<file path="config.mk">
export PLATFORM = sky130hd
export DESIGN_NAME = hie_enable_mask
export DESIGN_NICKNAME = d
export VERILOG_FILES = /design/src/logic/hie_event_latch.v /design/src/logic/hie_enable_mask.v
export VERILOG_INCLUDE_DIRS = /design/src /design/src/logic
export SDC_FILE = /design/constraint.sdc
export NUM_CORES = 1
export LEC_CHECK = 0
export BUFFER_PORTS_ARGS = -buffer_cell sky130_fd_sc_hd__buf_2
export CORE_MARGIN = 2
export CORE_UTILIZATION = 54
export CTS_CLUSTER_DIAMETER = 80
export DETAILED_ROUTE_END_ITERATION = 6
export PLACE_DENSITY = 0.83
export SETUP_SLACK_MARGIN = 0.4
export SYNTH_ARGS = -nofsm -noshare
export SYNTH_HDL_FRONTEND = slang
export SYNTH_SLANG_ARGS = --single-unit
</file>
<file path="constraint.sdc">
create_clock -name i_clk -period 2.4 [get_ports i_clk]
set_clock_uncertainty 0.1 [all_clocks]
set_input_delay 0.48 -clock i_clk [delete_from_list [all_inputs] [get_ports i_clk]]
set_output_delay 0.48 -clock i_clk [all_outputs]
set_load 0.1 [all_outputs]
</file>
<file path="src/logic/hie_defs.vh">
// constants for the host event enable and mask block
`ifndef HIE_DEFS_VH
`define HIE_DEFS_VH
`define HIE_CMD_RD_ENABLE     8'h25
`define HIE_CMD_WR_ENABLE     8'ha5
`define HIE_ENABLE_RESET      16'h0000
`define HIE_ENABLE_WMASK      16'h0077
`define HIE_BIT_CLK_READY     6
`define HIE_BIT_SUSPENDED     5
`define HIE_BIT_OPER_UPDATE   4
`define HIE_BIT_TRANSFER_DONE 2
`define HIE_BIT_ASYNC_LIST    1
`define HIE_BIT_SOF           0
`define HIE_CFG_PIN_GATE_BIT  0
`define HIE_CLK_READY_MAX_US  1000
`define HIE_CLK_MHZ           100
`endif

</file>
<file path="src/logic/hie_event_latch.v">
// sticky host event status flags with set-over-clear
`timescale 1ns/1ps
`default_nettype none
module hie_event_latch #(
   parameter WIDTH = 7
) (
   input  wire             i_clk,
   input  wire             i_reset,
   input  wire [WIDTH-1:0] i_set,
   input  wire [WIDTH-1:0] i_clear,
   output reg  [WIDTH-1:0] o_flags
);
   genvar g;
   // a set arriving with its clear wins so no event is lost
   generate
      for (g = 0; g < WIDTH; g = g + 1) begin : g_flag
         always @(posedge i_clk) begin
            if (i_reset) begin
               o_flags[g] <= 1'b0;
            end else if (i_set[g]) begin
               o_flags[g] <= 1'b1;
            end else if (i_clear[g]) begin
               o_flags[g] <= 1'b0;
            end
         end
      end
   endgenerate
endmodule
`default_nettype wire

</file>
<file path="src/logic/hie_enable_mask.v">
// host event enable register, status flags and interrupt pin gating
//
// Notes on behaviour
// - enable bits 6..0 mirror status flag positions
// - event needs own enable and global pin gate
// - reset clears all enables, pin stays quiet
// - writing one to enable unmasks that event
// - command 25h reads, a5h plus data writes
// - bit 6 gates clock ready event
// - bit 5 gates host suspended event
// - suspended host stops issuing start of frame
// - bit 4 gates operational register update event
// - bit 2 gates end of transfer event
// - bit 1 gates async transfer list event
// - async list timing follows per-frame clock budget
// - bit 0 gates start of frame event
// - internal or external transfer end sets flag
// - clock ready within 1 ms of wake-up
//
// Usage notes
// - a command cycle picks the direction and the data cycle after it
//   completes it; a lone data strobe is ignored
// - a new command abandons any exchange still waiting for data
// - read data appears one cycle after the read strobe and holds
//   until the next read; the valid flag is a one-cycle pulse
// - read data for an aborted read is not refreshed
// - written enables take effect one cycle after the write strobe
//   and the pin follows one cycle later
// - status flags are sticky; a clear racing a set loses, so an
//   event is never dropped between two polls
// - the pin is registered so it cannot glitch while flags settle
// - the clock-ready watchdog forces the flag at its limit and keeps
//   a late indication so software can tell a forced ready apart
// - suspend needs both the control write and idle downstream
//   ports; only a resume or a reset brings start of frame back
// - the async list tick fires once per frame at the budget cycle;
//   a budget at or past the frame length never fires
// - the frame timer is held at zero while start of frame is off
// - flag 3 has no source, so its enable bit never matters
// - reserved positions 15..7 and 3 are dropped on write
//
// Reset
// - synchronous, active high; every enable, flag and the pin clear
// - start of frame is enabled out of reset
//
// Parameters
// - CLK_READY_MAX_CYC: watchdog limit in clock cycles
// - FRAME_CYC: clock cycles in one frame
// - both are counted in cycles of i_clk
`timescale 1ns/1ps
`default_nettype none
`include "hie_defs.vh"
module hie_enable_mask #(
   parameter CLK_READY_MAX_CYC = `HIE_CLK_READY_MAX_US * `HIE_CLK_MHZ,
   parameter FRAME_CYC         = 100000
) (
   // clock and synchronous reset
   input  wire        i_clk,
   input  wire        i_reset,
   // shared parallel port command and data phases
   input  wire        i_cmd_valid,
   input  wire [7:0]  i_cmd_code,
   input  wire        i_data_wr,
   input  wire [15:0] i_data_in,
   input  wire        i_data_rd,
   output reg  [15:0] o_data_out,
   output reg         o_data_valid,
   // global pin gate from the hardware configuration register
   input  wire [15:0] i_host_hw_config,
   // clock wake-up: the wait starts on the pulse, ends on stable
   input  wire        i_clk_wakeup,
   input  wire        i_clk_stable,
   // suspend request from the control write, downstream idle level
   input  wire        i_suspend_req,
   input  wire        i_all_downstream_susp,
   // event pulses from the transfer engine
   input  wire        i_oper_update,
   input  wire        i_transfer_end_int,
   input  wire        i_transfer_end_ext,
   // cycle within the frame at which the async list tick fires
   input  wire [15:0] i_async_budget_cyc,
   // resume brings start of frame back
   input  wire        i_resume,
   // one clear strobe per status flag
   input  wire [6:0]  i_status_clear,
   // sticky flags, frame gate, watchdog late flag and the pin
   output wire [6:0]  o_host_event_status,
   output reg         o_sof_enable,
   output wire        o_clk_ready_late,
   output reg         o_host_irq_out
);
   // port sequencer states
   localparam ST_IDLE  = 2'd0;
   localparam ST_WDATA = 2'd1;
   localparam ST_RDATA = 2'd2;

   // port sequencer and enable register
   reg  [1:0]  port_q;
   reg  [1:0]  port_d;
   reg  [15:0] host_event_enable_mask_q;

   // clock ready watchdog
   reg         wait_clk_q;
   reg  [31:0] wake_cnt_q;
   reg         late_q;

   // suspend tracking and frame timer
   reg         susp_armed_q;
   reg  [31:0] frame_cnt_q;
   reg         async_fired_q;

   // event strobes and the gated view of the flags
   wire [6:0]  ev_set;
   wire        sof_tick;
   wire        async_tick;
   wire        global_irq_pin_gate;
   wire [6:0]  gated_ev;
   wire        wr_hit;
   wire        rd_hit;

   // command decode shared by both directions of the port
   function cmd_is;
      input       valid;
      input [7:0] code;
      input [7:0] want;
      begin
         cmd_is = valid && (code == want);
      end
   endfunction

   // data strobes only count inside the matching exchange
   assign wr_hit = (port_q == ST_WDATA) && i_data_wr;
   assign rd_hit = (port_q == ST_RDATA) && i_data_rd;

   // command phase picks direction, data phase completes it
   always @* begin
      port_d = port_q;
      case (port_q)
         ST_IDLE: begin
            if (cmd_is(i_cmd_valid, i_cmd_code, `HIE_CMD_WR_ENABLE)) begin
               port_d = ST_WDATA;
            end else if (cmd_is(i_cmd_valid, i_cmd_code,
                                `HIE_CMD_RD_ENABLE)) begin
               port_d = ST_RDATA;
            end
         end
         ST_WDATA: begin
            if (i_data_wr) begin
               port_d = ST_IDLE;
            end
         end
         ST_RDATA: begin
            if (i_data_rd) begin
               port_d = ST_IDLE;
            end
         end
         default: port_d = ST_IDLE;
      endcase
      // a fresh command mid-exchange drops back to idle without being decoded
      if (i_cmd_valid && port_q != ST_IDLE) begin
         port_d = ST_IDLE;
      end
   end

   // enable register; reserved positions are never stored
   always @(posedge i_clk) begin
      if (i_reset) begin
         port_q                   <= ST_IDLE;
         host_event_enable_mask_q <= `HIE_ENABLE_RESET;
         o_data_out               <= 16'h0000;
         o_data_valid             <= 1'b0;
      end else begin
         port_q       <= port_d;
         o_data_valid <= 1'b0;
         if (wr_hit) begin
            host_event_enable_mask_q <= i_data_in & `HIE_ENABLE_WMASK;
         end
         if (rd_hit) begin
            o_data_out   <= host_event_enable_mask_q;
            o_data_valid <= 1'b1;
         end
      end
   end

   // wake-up watchdog: clock ready flag must follow within 1 ms
   always @(posedge i_clk) begin
      if (i_reset) begin
         wait_clk_q <= 1'b0;
         wake_cnt_q <= 32'h0000_0000;
         late_q     <= 1'b0;
      end else if (i_clk_wakeup) begin
         wait_clk_q <= 1'b1;
         wake_cnt_q <= 32'h0000_0000;
         late_q     <= 1'b0;
      end else if (wait_clk_q) begin
         if (i_clk_stable) begin
            wait_clk_q <= 1'b0;
         end else if (wake_cnt_q == CLK_READY_MAX_CYC - 1) begin
            wait_clk_q <= 1'b0;
            late_q     <= 1'b1; // forced ready so software never hangs
         end else begin
            wake_cnt_q <= wake_cnt_q + 32'h0000_0001;
         end
      end
   end
   assign o_clk_ready_late = late_q;

   // suspend: control write arms it, downstream idle completes it
   always @(posedge i_clk) begin
      if (i_reset) begin
         susp_armed_q <= 1'b0;
         o_sof_enable <= 1'b1;
      end else if (i_resume) begin
         // resume wins over a suspend request in the same cycle
         susp_armed_q <= 1'b0;
         o_sof_enable <= 1'b1;
      end else begin
         if (i_suspend_req) begin
            susp_armed_q <= 1'b1;
         end
         if (susp_armed_q && i_all_downstream_susp) begin
            o_sof_enable <= 1'b0;
         end
      end
   end

   // frame timer; async list tick lands after the activity budget
   always @(posedge i_clk) begin
      if (i_reset) begin
         frame_cnt_q   <= 32'h0000_0000;
         async_fired_q <= 1'b0;
      end else if (sof_tick || !o_sof_enable) begin
         // held at zero while suspended so resume starts a clean frame
         frame_cnt_q   <= 32'h0000_0000;
         async_fired_q <= 1'b0;
      end else begin
         frame_cnt_q <= frame_cnt_q + 32'h0000_0001;
         if (async_tick) begin
            async_fired_q <= 1'b1;
         end
      end
   end
   assign sof_tick   = o_sof_enable && (frame_cnt_q == FRAME_CYC - 1);
   assign async_tick = o_sof_enable && !async_fired_q &&
                       (frame_cnt_q == {16'h0000, i_async_budget_cyc});

   // event set vector placed at the status flag positions
   // clock ready on a stable clock or at the watchdog limit
   assign ev_set[`HIE_BIT_CLK_READY]  = wait_clk_q &&
      (i_clk_stable || wake_cnt_q == CLK_READY_MAX_CYC - 1);
   // suspended when an armed request meets idle downstream ports while start of frame is on
   assign ev_set[`HIE_BIT_SUSPENDED]  =
      susp_armed_q && i_all_downstream_susp && o_sof_enable;
   // operational register update
   assign ev_set[`HIE_BIT_OPER_UPDATE] = i_oper_update;
   assign ev_set[3]                    = 1'b0; // reserved position
   assign ev_set[`HIE_BIT_TRANSFER_DONE] = i_transfer_end_int |
                                           i_transfer_end_ext;
   // async list tick
   assign ev_set[`HIE_BIT_ASYNC_LIST] = async_tick;
   // start of frame tick
   assign ev_set[`HIE_BIT_SOF]        = sof_tick;

   // sticky status flags; a set wins over a clear in the same cycle
   hie_event_latch #(
      .WIDTH (7)
   ) u_latch (
      .i_clk   (i_clk),
      .i_reset (i_reset),
      .i_set   (ev_set),
      .i_clear (i_status_clear),
      .o_flags (o_host_event_status)
   );

   // global pin gate
   assign global_irq_pin_gate = i_host_hw_config[`HIE_CFG_PIN_GATE_BIT];

   // per-flag gating; one and gate for each status position
   genvar g;
   generate
      for (g = 0; g < 7; g = g + 1) begin : g_gate
         assign gated_ev[g] = o_host_event_status[g] &
                              host_event_enable_mask_q[g];
      end
   endgenerate

   // pin is registered; bit 3 never sets so its enable is moot
   always @(posedge i_clk) begin
      if (i_reset) begin
         o_host_irq_out <= 1'b0;
      end else begin
         o_host_irq_out <= global_irq_pin_gate && (|gated_ev);
      end
   end
endmodule
`default_nettype wire

</file>
Word-level counts from Yosys, hierarchy flattened
Index checks and enable logic that the tools add are counted.
Widths: inputs -> output; s select.
- add/sub/neg operators: 2
- eq/ne operators: 10
- mux-type cells: 22
- bitwise gates (word level): 9
- reductions and logical operators: 32
- operator list (operator ; number):
    $add 32x1->32 const B ; 2
    $eq 32x17->1 const B ; 2
    $eq 32x16->1 ; 1
    $mux 1 ; 17
    $reduce_bool 2->1 ; 7
    $logic_and 1x1->1 ; 12
    $reduce_and 3->1 ; 3
    $eq 8x6->1 const B ; 1
    $eq 8x8->1 const B ; 1
    $mux 2 ; 4
    $reduce_or 2->1 ; 4
    $and 1x1->1 ; 6
    $pmux 2 s3 ; 1
    $reduce_or 6->1 ; 1
    $ne 2x2->1 const B ; 2
    $ne 3x3->1 const B ; 1
    $eq 2x1->1 const B ; 1
    $eq 2x2->1 const B ; 1
    $logic_not 1->1 ; 2
    $logic_not 2->1 ; 1
    $logic_or 1x1->1 ; 2
    $not 1->1 ; 2
    $or 1x1->1 ; 1
- flip-flop bits (word level): 91
- input port bits: 76
- output and inout port bits: 27
- word-level logic and storage cells: 93

Depth between registers and ports, before layout
Gate-level depths: netlist (run 1).
- depth in word-level cells: 5
- depth in mapped cells: 7

By module
A second synthesis (run 1) with hierarchy kept.
- cells, all modules: 503
- area, all modules: 4533.1 µm²
- by module, submodules not included (module ; times used ; cells an instance ; area an instance (µm²) ; seq. area each (µm²)):
    hie_enable_mask ; 1 ; 475 ; 4235.3 ; 1701.6
    hie_event_latch ; 1 ; 28 ; 297.8 ; 140.1

Worst setup path after synthesis (run 1)
No wires, ideal clock.
- kind: flip-flop to flip-flop
- start point: reg wake_cnt_q[0]
- end point: reg wake_cnt_q[20]
- arrival time: 1.715 ns
- data required time: 2.230 ns
- slack: 0.514 ns
- stages on the path, launching flop included: 7
- buffers on the path: 0
- cell sequence: dfxtp_1 -> ha_1 -> and4_4 -> nor4b_4 -> nand3_2 -> or3_1 -> a21oi_1
- cells in the longest elaborated chain, start to end: 3
- elaborated cells between the ends (all ways): 4
- classes of those cells: add/sub: 1; eq/ne: 1; bitwise: 1; reduce/logical: 1
- ends and longest elaborated chain (what ; line ; text):
    start: declaration ; hie_enable_mask.v:104 ; reg [31:0] wake_cnt_q;
    start signal: assignment ; hie_enable_mask.v:202 ; wake_cnt_q <= wake_cnt_q + 32'h0000_0001;
    parallel branches: the longest is 3 deep, another holds $add 32x1->32 ; n/a ;
Parallel ways; which one is timed is not known.
A chain may end at the register's enable or synchronous reset.

Final worst setup path (run 1)
- start point: reg wake_cnt_q[1]
- end point: reg wake_cnt_q[12]
Same word-level chain as after synthesis.

==> results.py, run 1 <==
metrics = {
    "route": {
        "route.detailed.vias_per_inst": 5.56,
        "drt_pre_antenna_iters": 5,
        "vias": 3717,
        "wl_mm": 9.42,
        "final_antenna_net_count": 0,
        "drt_drc_violations_left": 0,
        "drt_iter0_drc": 234,
        "routed_wl_per_cell_um": 14.1,
    },
    "clock_network": {
        "clk_path_buf_depth": 2,
        "tritoncts_clock_tree": "yes",
        "worst_setup_hold_path_clk_slew_ns": 0.09,
        "clock_latency_of_the_later_clocked_register_in_the_worst_skew_pair_ns": 0.36,
        "root_buffer": "sky130_fd_sc_hd__clkbuf_8",
        "cts_num_sinks": 91,
        "cts_hold_repair.buffers": 0,
        "cts-buffers-inserted": 9,
        "total_number_of_h_tree_levels": 3,
    },
    "die": {
        "placeableCoreArea_um2": 7730,
        "i_o_pins": 103,
        "die_height_um": 93.4,
        "dieArea_um2": 8730,
        "dieWidth_um": 93.4,
        "rows": 32,
        "start_util_pct": 55.9,
    },
    "synth": {
        "synth_cell_types": 49,
        "synthCells": 489,
        "synth_top_cell_area_share_pct": 42.2,
        "postSynth.asyncResetShare_pct": 0,
        "postSynth.topFlopCell": "sky130_fd_sc_hd__dfxtp_1",
        "synthTopCellsByCount": "sky130_fd_sc_hd__dfxtp_1 (91), sky130_fd_sc_hd__nor2_1 (73), sky130_fd_sc_hd__xor2_1 (40)",
        "sequential_fraction_of_the_synthesis_area_pct": 42.2,
        "netlist.top_cell.by_area": "sky130_fd_sc_hd__dfxtp_1",
        "post-synth-top-count-cell": "sky130_fd_sc_hd__dfxtp_1",
        "synth_area_per_cell_um2": 8.83,
        "ys_seq_elements": 91,
        "ys_warn_count": 0,
        "synth-edff-count": 0,
        "ys_top_cells_by_area": "sky130_fd_sc_hd__dfxtp_1 (42%), sky130_fd_sc_hd__xor2_1 (8.1%), sky130_fd_sc_hd__nor2_1 (6.3%)",
        "synth.cell_area_um2": 4320,
    },
    "worst_setup_path": {
        "worst_path_largest_cell_delay_ns": 0.50,
        "cp-end-kind": "flop",
        "cp_slowest_cell": "sky130_fd_sc_hd__or4_1",
        "worstPathCellList": "ha_4 -> and4_4 -> nand2_4 -> or2_4 -> or4_1 -> a21oi_1",
        "critical_path_arrival_ns": 2.11,
        "critical_path_required_ns": 2.59,
        "crit_type": "reg2reg",
        "worstSetupStartpointType": "flop",
        "crit_fanout": 5,
    },
    "placement": {
        "hpwlAfterDp_mm": 6.54,
        "buffer_ports.inserted": 65,
        "post-place-ws_ns": 0.293,
        "globalplace.congestion": 0.862,
    },
    "power": {
        "p_per_area_nw_per_um2": 557,
        "power_leakage_uw": 0.00206,
        "worst_ir_drop_vdd_mv": 0.321,
    },
    "global_routing": {
        "grt_first_pass_wirelength_mm": 15.5,
        "grt_util_met1_pct": 27.4,
        "grt_remaining_overflow": 0,
        "grt_pass1_vias": 3528,
        "met3_track_utilization_from_global_routing_pct": 4.35,
        "most_used_routing_layer_in_global_routing": "met2",
        "grtUsageTotal_pct": 21.8,
        "grt_max_degree": 30,
        "number_of_antenna_violations_at_the_first_check_in_global_routing": 0,
        "global_routing_met2_resource_utilization_pct": 36.9,
    },
    "finish": {
        "regArea_um2": 1840,
        "post_route_cells_drive_above_1_share_pct": 23.3,
        "n_antenna_cell": 0,
        "fillerInstances": 604,
        "area_delta_synth_final_pct": 17.6,
        "fin_util_pct": 65.7,
        "nNetsFinal": 640,
        "multiInputGateArea_um2": 2410,
    },
    "timing": {
        "number_of_failing_setup_endpoints_in_the_final_timing_report": 0,
        "worst_slack_ns": 0.474,
        "final_period_minus_worst_setup_slack_ns": 1.93,
        "worst_hold_margin_ns": 0.201,
        "slew_viol_final": 0,
        "tightest_slew_ns": 0.539,
        "rsz_0062_raised_after_global_routing": "false",
        "final_report_hold_violation_count": 0,
        "fraction_of_the_cycle_the_final_worst_path_needs_pct": 80.2,
        "fin_setup_tns_ns": 0,
        "worst_slew_margin_relative_to_its_limit_pct": 63.8,
        "max_freq_ghz": 0.519,
    },
    "job": {
        "maxCapViolCount": 0,
    },
    "hold_path": {
        "holdCritPathClass": "in2reg",
    },
    "outcome": {
        "outcome": "finished clean",
    },
}
-- final timing paths --
check | slack (ns) | endpoint | cells past startpoint | startpoint
max | 0.47 | wake_cnt_q[12] | 6 | wake_cnt_q[1]
min | 0.20 | susp_armed_q | 2 | i_resume
max reg2reg | 0.47 | wake_cnt_q[12] | 6 | wake_cnt_q[1]
min reg2reg | 0.36 | async_fired_q | 2 | async_fired_q
-- sequential cells by signal, summed over array words and instances (netlist names) --
signal / cells
o_host_irq_out: 1
wait_clk_q: 1
o_sof_enable: 1
u_latch.o_flags: 6
o_data_valid: 1
port_q: 2
o_clk_ready_late: 1
frame_cnt_q: 32
host_event_enable_mask_q: 6
o_data_out: 6
async_fired_q: 1
wake_cnt_q: 32
susp_armed_q: 1
-- final cells by class --
| cell class | instances | share of cell area (%) |
|---|---|---|
| sequential | 91 | 36.2 |
| multi-input combinational | 370 | 47.5 |
| inverter | 9 | 0.665 |
| clock inverter | 5 | 1.18 |
| timing repair buffer | 81 | 9.16 |
| clock buffer | 11 | 2.78 |
| tap | 102 | 2.51 |
-- cells in the final DEF (no fill, tap or decap), drive strengths merged, types with 2 or more instances in the layout --
master	count
nand3	27
and2	5
ha	2
and4	10
conb	11
and3	6
nor3	10
a211oi	2
nor4bb	2
nor2	73
or2	4
o21ai	10
nor4	12
buf	81
mux2i	13
dfxtp	91
or3	10
xnor2	25
nand4b	2
a21oi	20
xor2	40
nand2	32
or4	4
nand2b	7
nand4	28
o31ai	3
inv	11
o32a	2
a22oi	3
clkbuf	11
-- per-stage QoR --
stage                     cell area, µm²  total power [µW]  cells
after floorplan                     4360              1750    499
after global placement              4710              1800    647
after detailed placement            4710              1800    647
after CTS                           4950              2850    664
after global routing                5080              2930    669
final                               5080              2830    669
-- power by group --
group | switching [µW] | internal [µW] | total, µW
clock network | 540 | 516 | 1060
registers | 10.4 | 1520 | 1530
logic | 173 | 71.0 | 244
-- what timing repair did --
item / in CTS / in global routing
buffers inserted: 1 / 5
resized for setup: 9 / 23
endpoints found under the setup margin: 35 / 37
pin swaps: 0 / 5
-- critical path, delay by kind of cell (launching register included) --
family / cells / cell delay, ns
flip-flops: 1 / 0.38
AO/OA/AOI/OAI: 1 / 0.15
AND/OR/NAND/NOR: 4 / 1.10
adder cells (fa/ha/maj): 1 / 0.15
-- cell families (layout without fill, tap and decap cells) --
logic type                 after synthesis  count (layout)  synth area share, %
and+or+nand+nor                        235             235                 29.9
DFF                                     91              91                 42.2
xor gates and xnor gates                65              65                 13.2
AOI/OAI and AO/OA                       44              44                 6.23
buffers and inverters                   38             106                 4.84
muxes                                   13              13                 3.01
adders and majority gates                2               2                0.579
other                                    1              11               0.0868
-- metal layers --
layer | vias up | share of wire [%] | routed length, µm
met3 | 13 | 5.1 | 476
met4 | 0 | 1.4 | 130
met5 | - | 0 | 0
li1 | 1837 | - | -
met1 | 1768 | 45 | 4210
met2 | 99 | 49 | 4600
Note: power is estimated with default switching activity, not from simulation.
==> run 2: changes to the inputs <==
- clock period: 2.4 -> 1.81 ns (I/O delays scaled with it)
==> results.py, run 2 (synthesized netlist as in run 1, its figures left out) <==
metrics = {
    "outcome": {
        "outcome": "finished with violations",
        "violated_checks": "setup timing",
    },
    "timing": {
        "fraction_of_the_cycle_the_final_worst_path_needs_pct": 110,
        "final_period_minus_worst_setup_slack_ns": 2.00,
        "worst_hold_margin_ns": 0.0543,
        "tightest_slew_ns": 0.666,
        "max_freq_ghz": 0.501,
        "number_of_failing_setup_endpoints_in_the_final_timing_report": 43,
        "rsz_0062_raised_after_global_routing": "true",
        "worst_slack_ns": -0.187,
        "final_report_hold_violation_count": 0,
        "worst_slew_margin_relative_to_its_limit_pct": 55.6,
        "slew_viol_final": 0,
    },
    "die": {
        "i_o_pins": 103,
        "start_util_pct": 55.9,
        "dieArea_um2": 8730,
        "rows": 32,
        "die_height_um": 93.4,
        "placeableCoreArea_um2": 7730,
        "dieWidth_um": 93.4,
    },
    "global_routing": {
        "grt_first_pass_wirelength_mm": 18.8,
        "grt_remaining_overflow": 0,
        "number_of_antenna_violations_at_the_first_check_in_global_routing": 0,
        "grtUsageTotal_pct": 27.2,
        "grt_pass1_vias": 4062,
        "grt_max_degree": 30,
    },
    "power": {
        "worst_ir_drop_vdd_mv": 0.472,
        "finalPower_uw": 3820,
        "p_per_area_nw_per_um2": 614,
        "power_leakage_uw": 0.00255,
    },
    "clock_network": {
        "cts_num_sinks": 91,
        "tritoncts_clock_tree": "yes",
        "root_buffer": "sky130_fd_sc_hd__clkbuf_8",
        "clk_path_buf_depth": 2,
        "total_number_of_h_tree_levels": 3,
        "cts-buffers-inserted": 9,
        "clock_latency_of_the_later_clocked_register_in_the_worst_skew_pair_ns": 0.38,
        "worst_setup_hold_path_clk_slew_ns": 0.11,
    },
    "route": {
        "route.detailed.vias_per_inst": 6.01,
        "drt_drc_violations_left": 0,
        "vias": 4353,
        "routed_wl_per_cell_um": 19.8,
        "drt_iter0_drc": 305,
        "drt_pre_antenna_iters": 5,
        "final_antenna_net_count": 0,
        "wl_mm": 14.4,
    },
    "worst_setup_path": {
        "worstSetupStartpointType": "flop",
        "cp-end-kind": "flop",
        "reg2regPathDepth": 6,
        "crit_fanout": 10,
        "critical_path_required_ns": 1.99,
        "critical_path_arrival_ns": 2.17,
        "crit_type": "reg2reg",
    },
    "finish": {
        "largest_registers": "frame_cnt_q: 32 flops, wake_cnt_q: 32 flops",
        "n_antenna_cell": 0,
        "final_cell_count_no_fill": 724,
        "final_common_cell": "sky130_fd_sc_hd__nor2_1",
        "post_route_cells_drive_above_1_share_pct": 44.5,
        "final_cell_mix": "sky130_fd_sc_hd__nor2_1 (61), sky130_fd_sc_hd__buf_4 (57), sky130_fd_sc_hd__buf_2 (49)",
        "nNetsFinal": 695,
        "area_delta_synth_final_pct": 44.1,
    },
    "placement": {
        "place.detailed.instances": 681,
        "globalplace.congestion": 0.841,
        "post-place-ws_ns": -0.0622,
        "buffer_ports.inserted": 65,
        "hpwlAfterDp_mm": 7.05,
    },
    "hold_path": {
        "worstHoldPathCells": 2,
        "holdCritPathClass": "in2reg",
    },
    "job": {
        "maxCapViolCount": 0,
    },
}
-- run 2: cell types whose count changed in the layout (fill, tap and decap cells not counted), moves of 11 or more --
cell / delta
sky130_fd_sc_hd__buf_4: +44
sky130_fd_sc_hd__dfxtp_1: -33
sky130_fd_sc_hd__dfxtp_2: +18
sky130_fd_sc_hd__buf_12: +17
sky130_fd_sc_hd__buf_2: -16
sky130_fd_sc_hd__dfxtp_4: +15
sky130_fd_sc_hd__nor2_1: -11
-- run 2: repair_timing --
action,4_1_cts,5_1_grt
pin swaps,22,27
hold buffers,0,0
cloned,1,1
resized for setup,116,69
setup endpoints to repair,85,82
setup buffers,10,15
endpoints found under the hold margin,0,0
-- run 2: path summary, 6_finish.rpt --
path                   from       endpoint  slack, ns
max          wake_cnt_q[14]  wake_cnt_q[3]      -0.19
min                i_resume   susp_armed_q       0.05
max reg2reg  wake_cnt_q[14]  wake_cnt_q[3]      -0.19
min reg2reg   async_fired_q  async_fired_q       0.38
-- run 2: report_power, final --
part	total (µW)	switching, µW	internal, µW	leakage (µW)
registers	2020	17.9	2000	0.000759
clock network	1390	799	593	0.0000984
logic	414	269	145	0.00169
total	3820	1090	2740	0.00255
-- run 2: layout make-up --
type	instances	area, µm²
multi-input combinational	370	2750
sequential	91	1920
fill	375	1510
timing repair buffer	136	1200
clock buffer	11	151
tap	102	128
clock inverter	5	42.5
inverter	9	33.8
-- run 2: per-stage QoR --
step / TNS, ns / util, % / instance area (µm²)
2_1_floorplan: -0.00560 / - / 4520
3_3_place_gp: 0 / 66.2 / 5110
3_5_place_dp: -0.181 / 66.2 / 5110
4_1_cts: -0.114 / 75.2 / 5810
5_1_grt: -5.34 / 80.5 / 6220
6_report: -3.37 / 80.5 / 6220
-- run 2: critical path, cell delays in order (launching register included) --
cell	delay (ns)
sky130_fd_sc_hd__dfxtp_2	0.36
sky130_fd_sc_hd__nor4_2	0.29
sky130_fd_sc_hd__nand4_1	0.23
sky130_fd_sc_hd__o31ai_2	0.33
sky130_fd_sc_hd__buf_4	0.23
sky130_fd_sc_hd__o21ai_0	0.15
sky130_fd_sc_hd__a21oi_1	0.22
-- run 2: layer usage --
layer	share of wire [%]	wire (µm)	vias to the layer above	GRT usage (%)
met5	0	0	-	0
met4	4.7	669	0	11.0
met1	37	5370	2087	30.0
met3	6.2	888	77	5.48
li1	-	-	1949	-
met2	52	7440	240	50.7
==> run 3: changes to the inputs <==
- PLACE_DENSITY: 0.83 -> 0.8
- clock period: 1.81 -> 2.25 ns (I/O delays scaled with it)
==> results.py, run 3 (synthesized netlist as in run 1, its figures left out) <==
metrics = {
    "outcome": {
        "outcome": "finished clean",
    },
    "hold_path": {
        "holdCritPathClass": "in2reg",
    },
    "worst_setup_path": {
        "crit-reg2reg-launch": "frame_cnt_q[13]",
        "worstPathCellList": "or4_4 -> nor4_4 -> buf_4 -> a21o_4 -> buf_6 -> clkbuf_16 -> nor2_4",
        "critical_path_arrival_ns": 2.14,
        "reg_to_reg_end": "frame_cnt_q[8]",
        "worst_path_largest_cell_delay_ns": 0.56,
        "r2r_setup_slack_ns": 0.25,
        "crit_type": "reg2reg",
        "cp-end-kind": "flop",
        "cp_slowest_cell": "sky130_fd_sc_hd__or4_4",
        "reg2regPathDepth": 7,
        "cp-endpoint": "frame_cnt_q[8]",
        "critical_path_required_ns": 2.39,
        "crit_path_start": "frame_cnt_q[13]",
        "worstSetupStartpointType": "flop",
        "crit_fanout": 8,
    },
    "timing": {
        "max_freq_ghz": 0.500,
        "tightest_slew_ns": 0.595,
        "worst_hold_margin_ns": 0.175,
        "final_report_hold_violation_count": 0,
        "worst_slew_margin_relative_to_its_limit_pct": 60.3,
        "fraction_of_the_cycle_the_final_worst_path_needs_pct": 88.9,
        "rsz_0062_raised_after_global_routing": "true",
        "final_period_minus_worst_setup_slack_ns": 2.00,
        "number_of_failing_setup_endpoints_in_the_final_timing_report": 0,
        "fin_setup_tns_ns": 0,
        "slew_viol_final": 0,
    },
    "finish": {
        "final_cell_mix": "sky130_fd_sc_hd__buf_2 (64), sky130_fd_sc_hd__dfxtp_1 (60), sky130_fd_sc_hd__nor2_1 (46)",
        "final_cell_count_no_fill": 689,
        "fin_util_pct": 73.7,
        "final_common_cell": "sky130_fd_sc_hd__buf_2",
        "post_route_cells_drive_above_1_share_pct": 37.8,
        "largest_registers": "frame_cnt_q: 32 flops, wake_cnt_q: 32 flops",
        "n_antenna_cell": 0,
        "area_delta_synth_final_pct": 31.9,
        "nNetsFinal": 660,
    },
    "global_routing": {
        "grt_max_degree": 30,
        "grt_pass1_vias": 3672,
        "grt_remaining_overflow": 0,
        "grtUsageTotal_pct": 23.7,
        "number_of_antenna_violations_at_the_first_check_in_global_routing": 0,
        "grt_first_pass_wirelength_mm": 16.7,
    },
    "route": {
        "route.detailed.vias_per_inst": 5.83,
        "drt_pre_antenna_iters": 5,
        "routed_wl_per_cell_um": 17.0,
        "drt_iter0_drc": 203,
        "vias": 4014,
        "drt_drc_violations_left": 0,
        "final_antenna_net_count": 0,
        "wl_mm": 11.7,
    },
    "die": {
        "dieArea_um2": 8730,
        "dieWidth_um": 93.4,
        "start_util_pct": 55.9,
        "i_o_pins": 103,
        "rows": 32,
        "die_height_um": 93.4,
        "placeableCoreArea_um2": 7730,
    },
    "clock_network": {
        "tritoncts_clock_tree": "yes",
        "total_number_of_h_tree_levels": 3,
        "worst_setup_hold_path_clk_slew_ns": 0.09,
        "cts_hold_repair.buffers": 0,
        "clock_latency_of_the_later_clocked_register_in_the_worst_skew_pair_ns": 0.36,
        "cts-buffers-inserted": 9,
        "clk_path_buf_depth": 2,
        "cts_num_sinks": 91,
        "root_buffer": "sky130_fd_sc_hd__clkbuf_8",
    },
    "placement": {
        "place.detailed.instances": 650,
        "globalplace.congestion": 0.841,
        "hpwlAfterDp_mm": 6.48,
        "buffer_ports.inserted": 65,
    },
    "power": {
        "p_per_area_nw_per_um2": 541,
        "power_leakage_uw": 0.00223,
        "finalPower_uw": 3080,
        "worst_ir_drop_vdd_mv": 0.480,
    },
    "job": {
        "maxCapViolCount": 0,
    },
}
run 3: how the worst min path moves through the flow:
stage	from	endpoint	slack (ns)	depth (start not counted)
floorplan	async_fired_q	async_fired_q	0.33	2
global placement	async_fired_q	async_fired_q	0.34	2
detailed placement	async_fired_q	async_fired_q	0.34	2
CTS	i_resume	susp_armed_q	0.16	2
global route	i_resume	susp_armed_q	0.17	2
finish	i_resume	susp_armed_q	0.18	2
run 3: where the power goes:
part | leakage, µW | internal (µW) | switching [µW] | total (µW)
Sequential | 0.000753 | 1610 | 12.8 | 1620
Clock | 0.000106 | 573 | 558 | 1130
Combinational | 0.00137 | 105 | 218 | 323
Total | 0.00223 | 2290 | 789 | 3080
run 3: worst max-delay path, delay by kind of cell (launching register included):
| kind | cells | cell delay (ns) |
|---|---|---|
| and+or+nand+nor | 3 | 0.82 |
| buffers and inverters | 3 | 0.49 |
| DFF | 1 | 0.36 |
| AOI/OAI and AO/OA | 1 | 0.12 |
run 3: stage by stage:
| stage | setup slack, ns | cell area (µm²) |
|---|---|---|
| CTS | 0.348 | 5250 |
| global route | 0.216 | 5700 |
| floorplan | 0.421 | 4370 |
| finish | 0.249 | 5700 |
| detailed placement | 0.184 | 4760 |
| global placement | 0.183 | 4760 |
run 3: repair_timing:
action / 4_1_cts / 5_1_grt
buffers inserted: 10 / 9
gates resized for setup: 44 / 96
cloned: 2 / 2
pin swaps: 25 / 39
setup endpoints to repair: 47 / 56
hold endpoints to repair: 0 / 0
run 3: final cells by class:
cell class / instances / area [µm²]
Clock inverter: 4 / 48.8
Sequential cell: 91 / 1880
Fill cell: 509 / 2030
Clock buffer: 12 / 155
Tap cell: 102 / 128
Inverter: 9 / 33.8
Multi-Input combinational cell: 370 / 2760
Timing Repair Buffer: 101 / 683
run 3: per-layer routing:
layer / GRT usage (%) / up-vias / wire, µm
met4: 10.7 / 0 / 340
met1: 30.0 / 1915 / 4680
met5: 0 / - / 0
met2: 39.0 / 185 / 5850
li1: - / 1878 / -
met3: 4.67 / 36 / 814
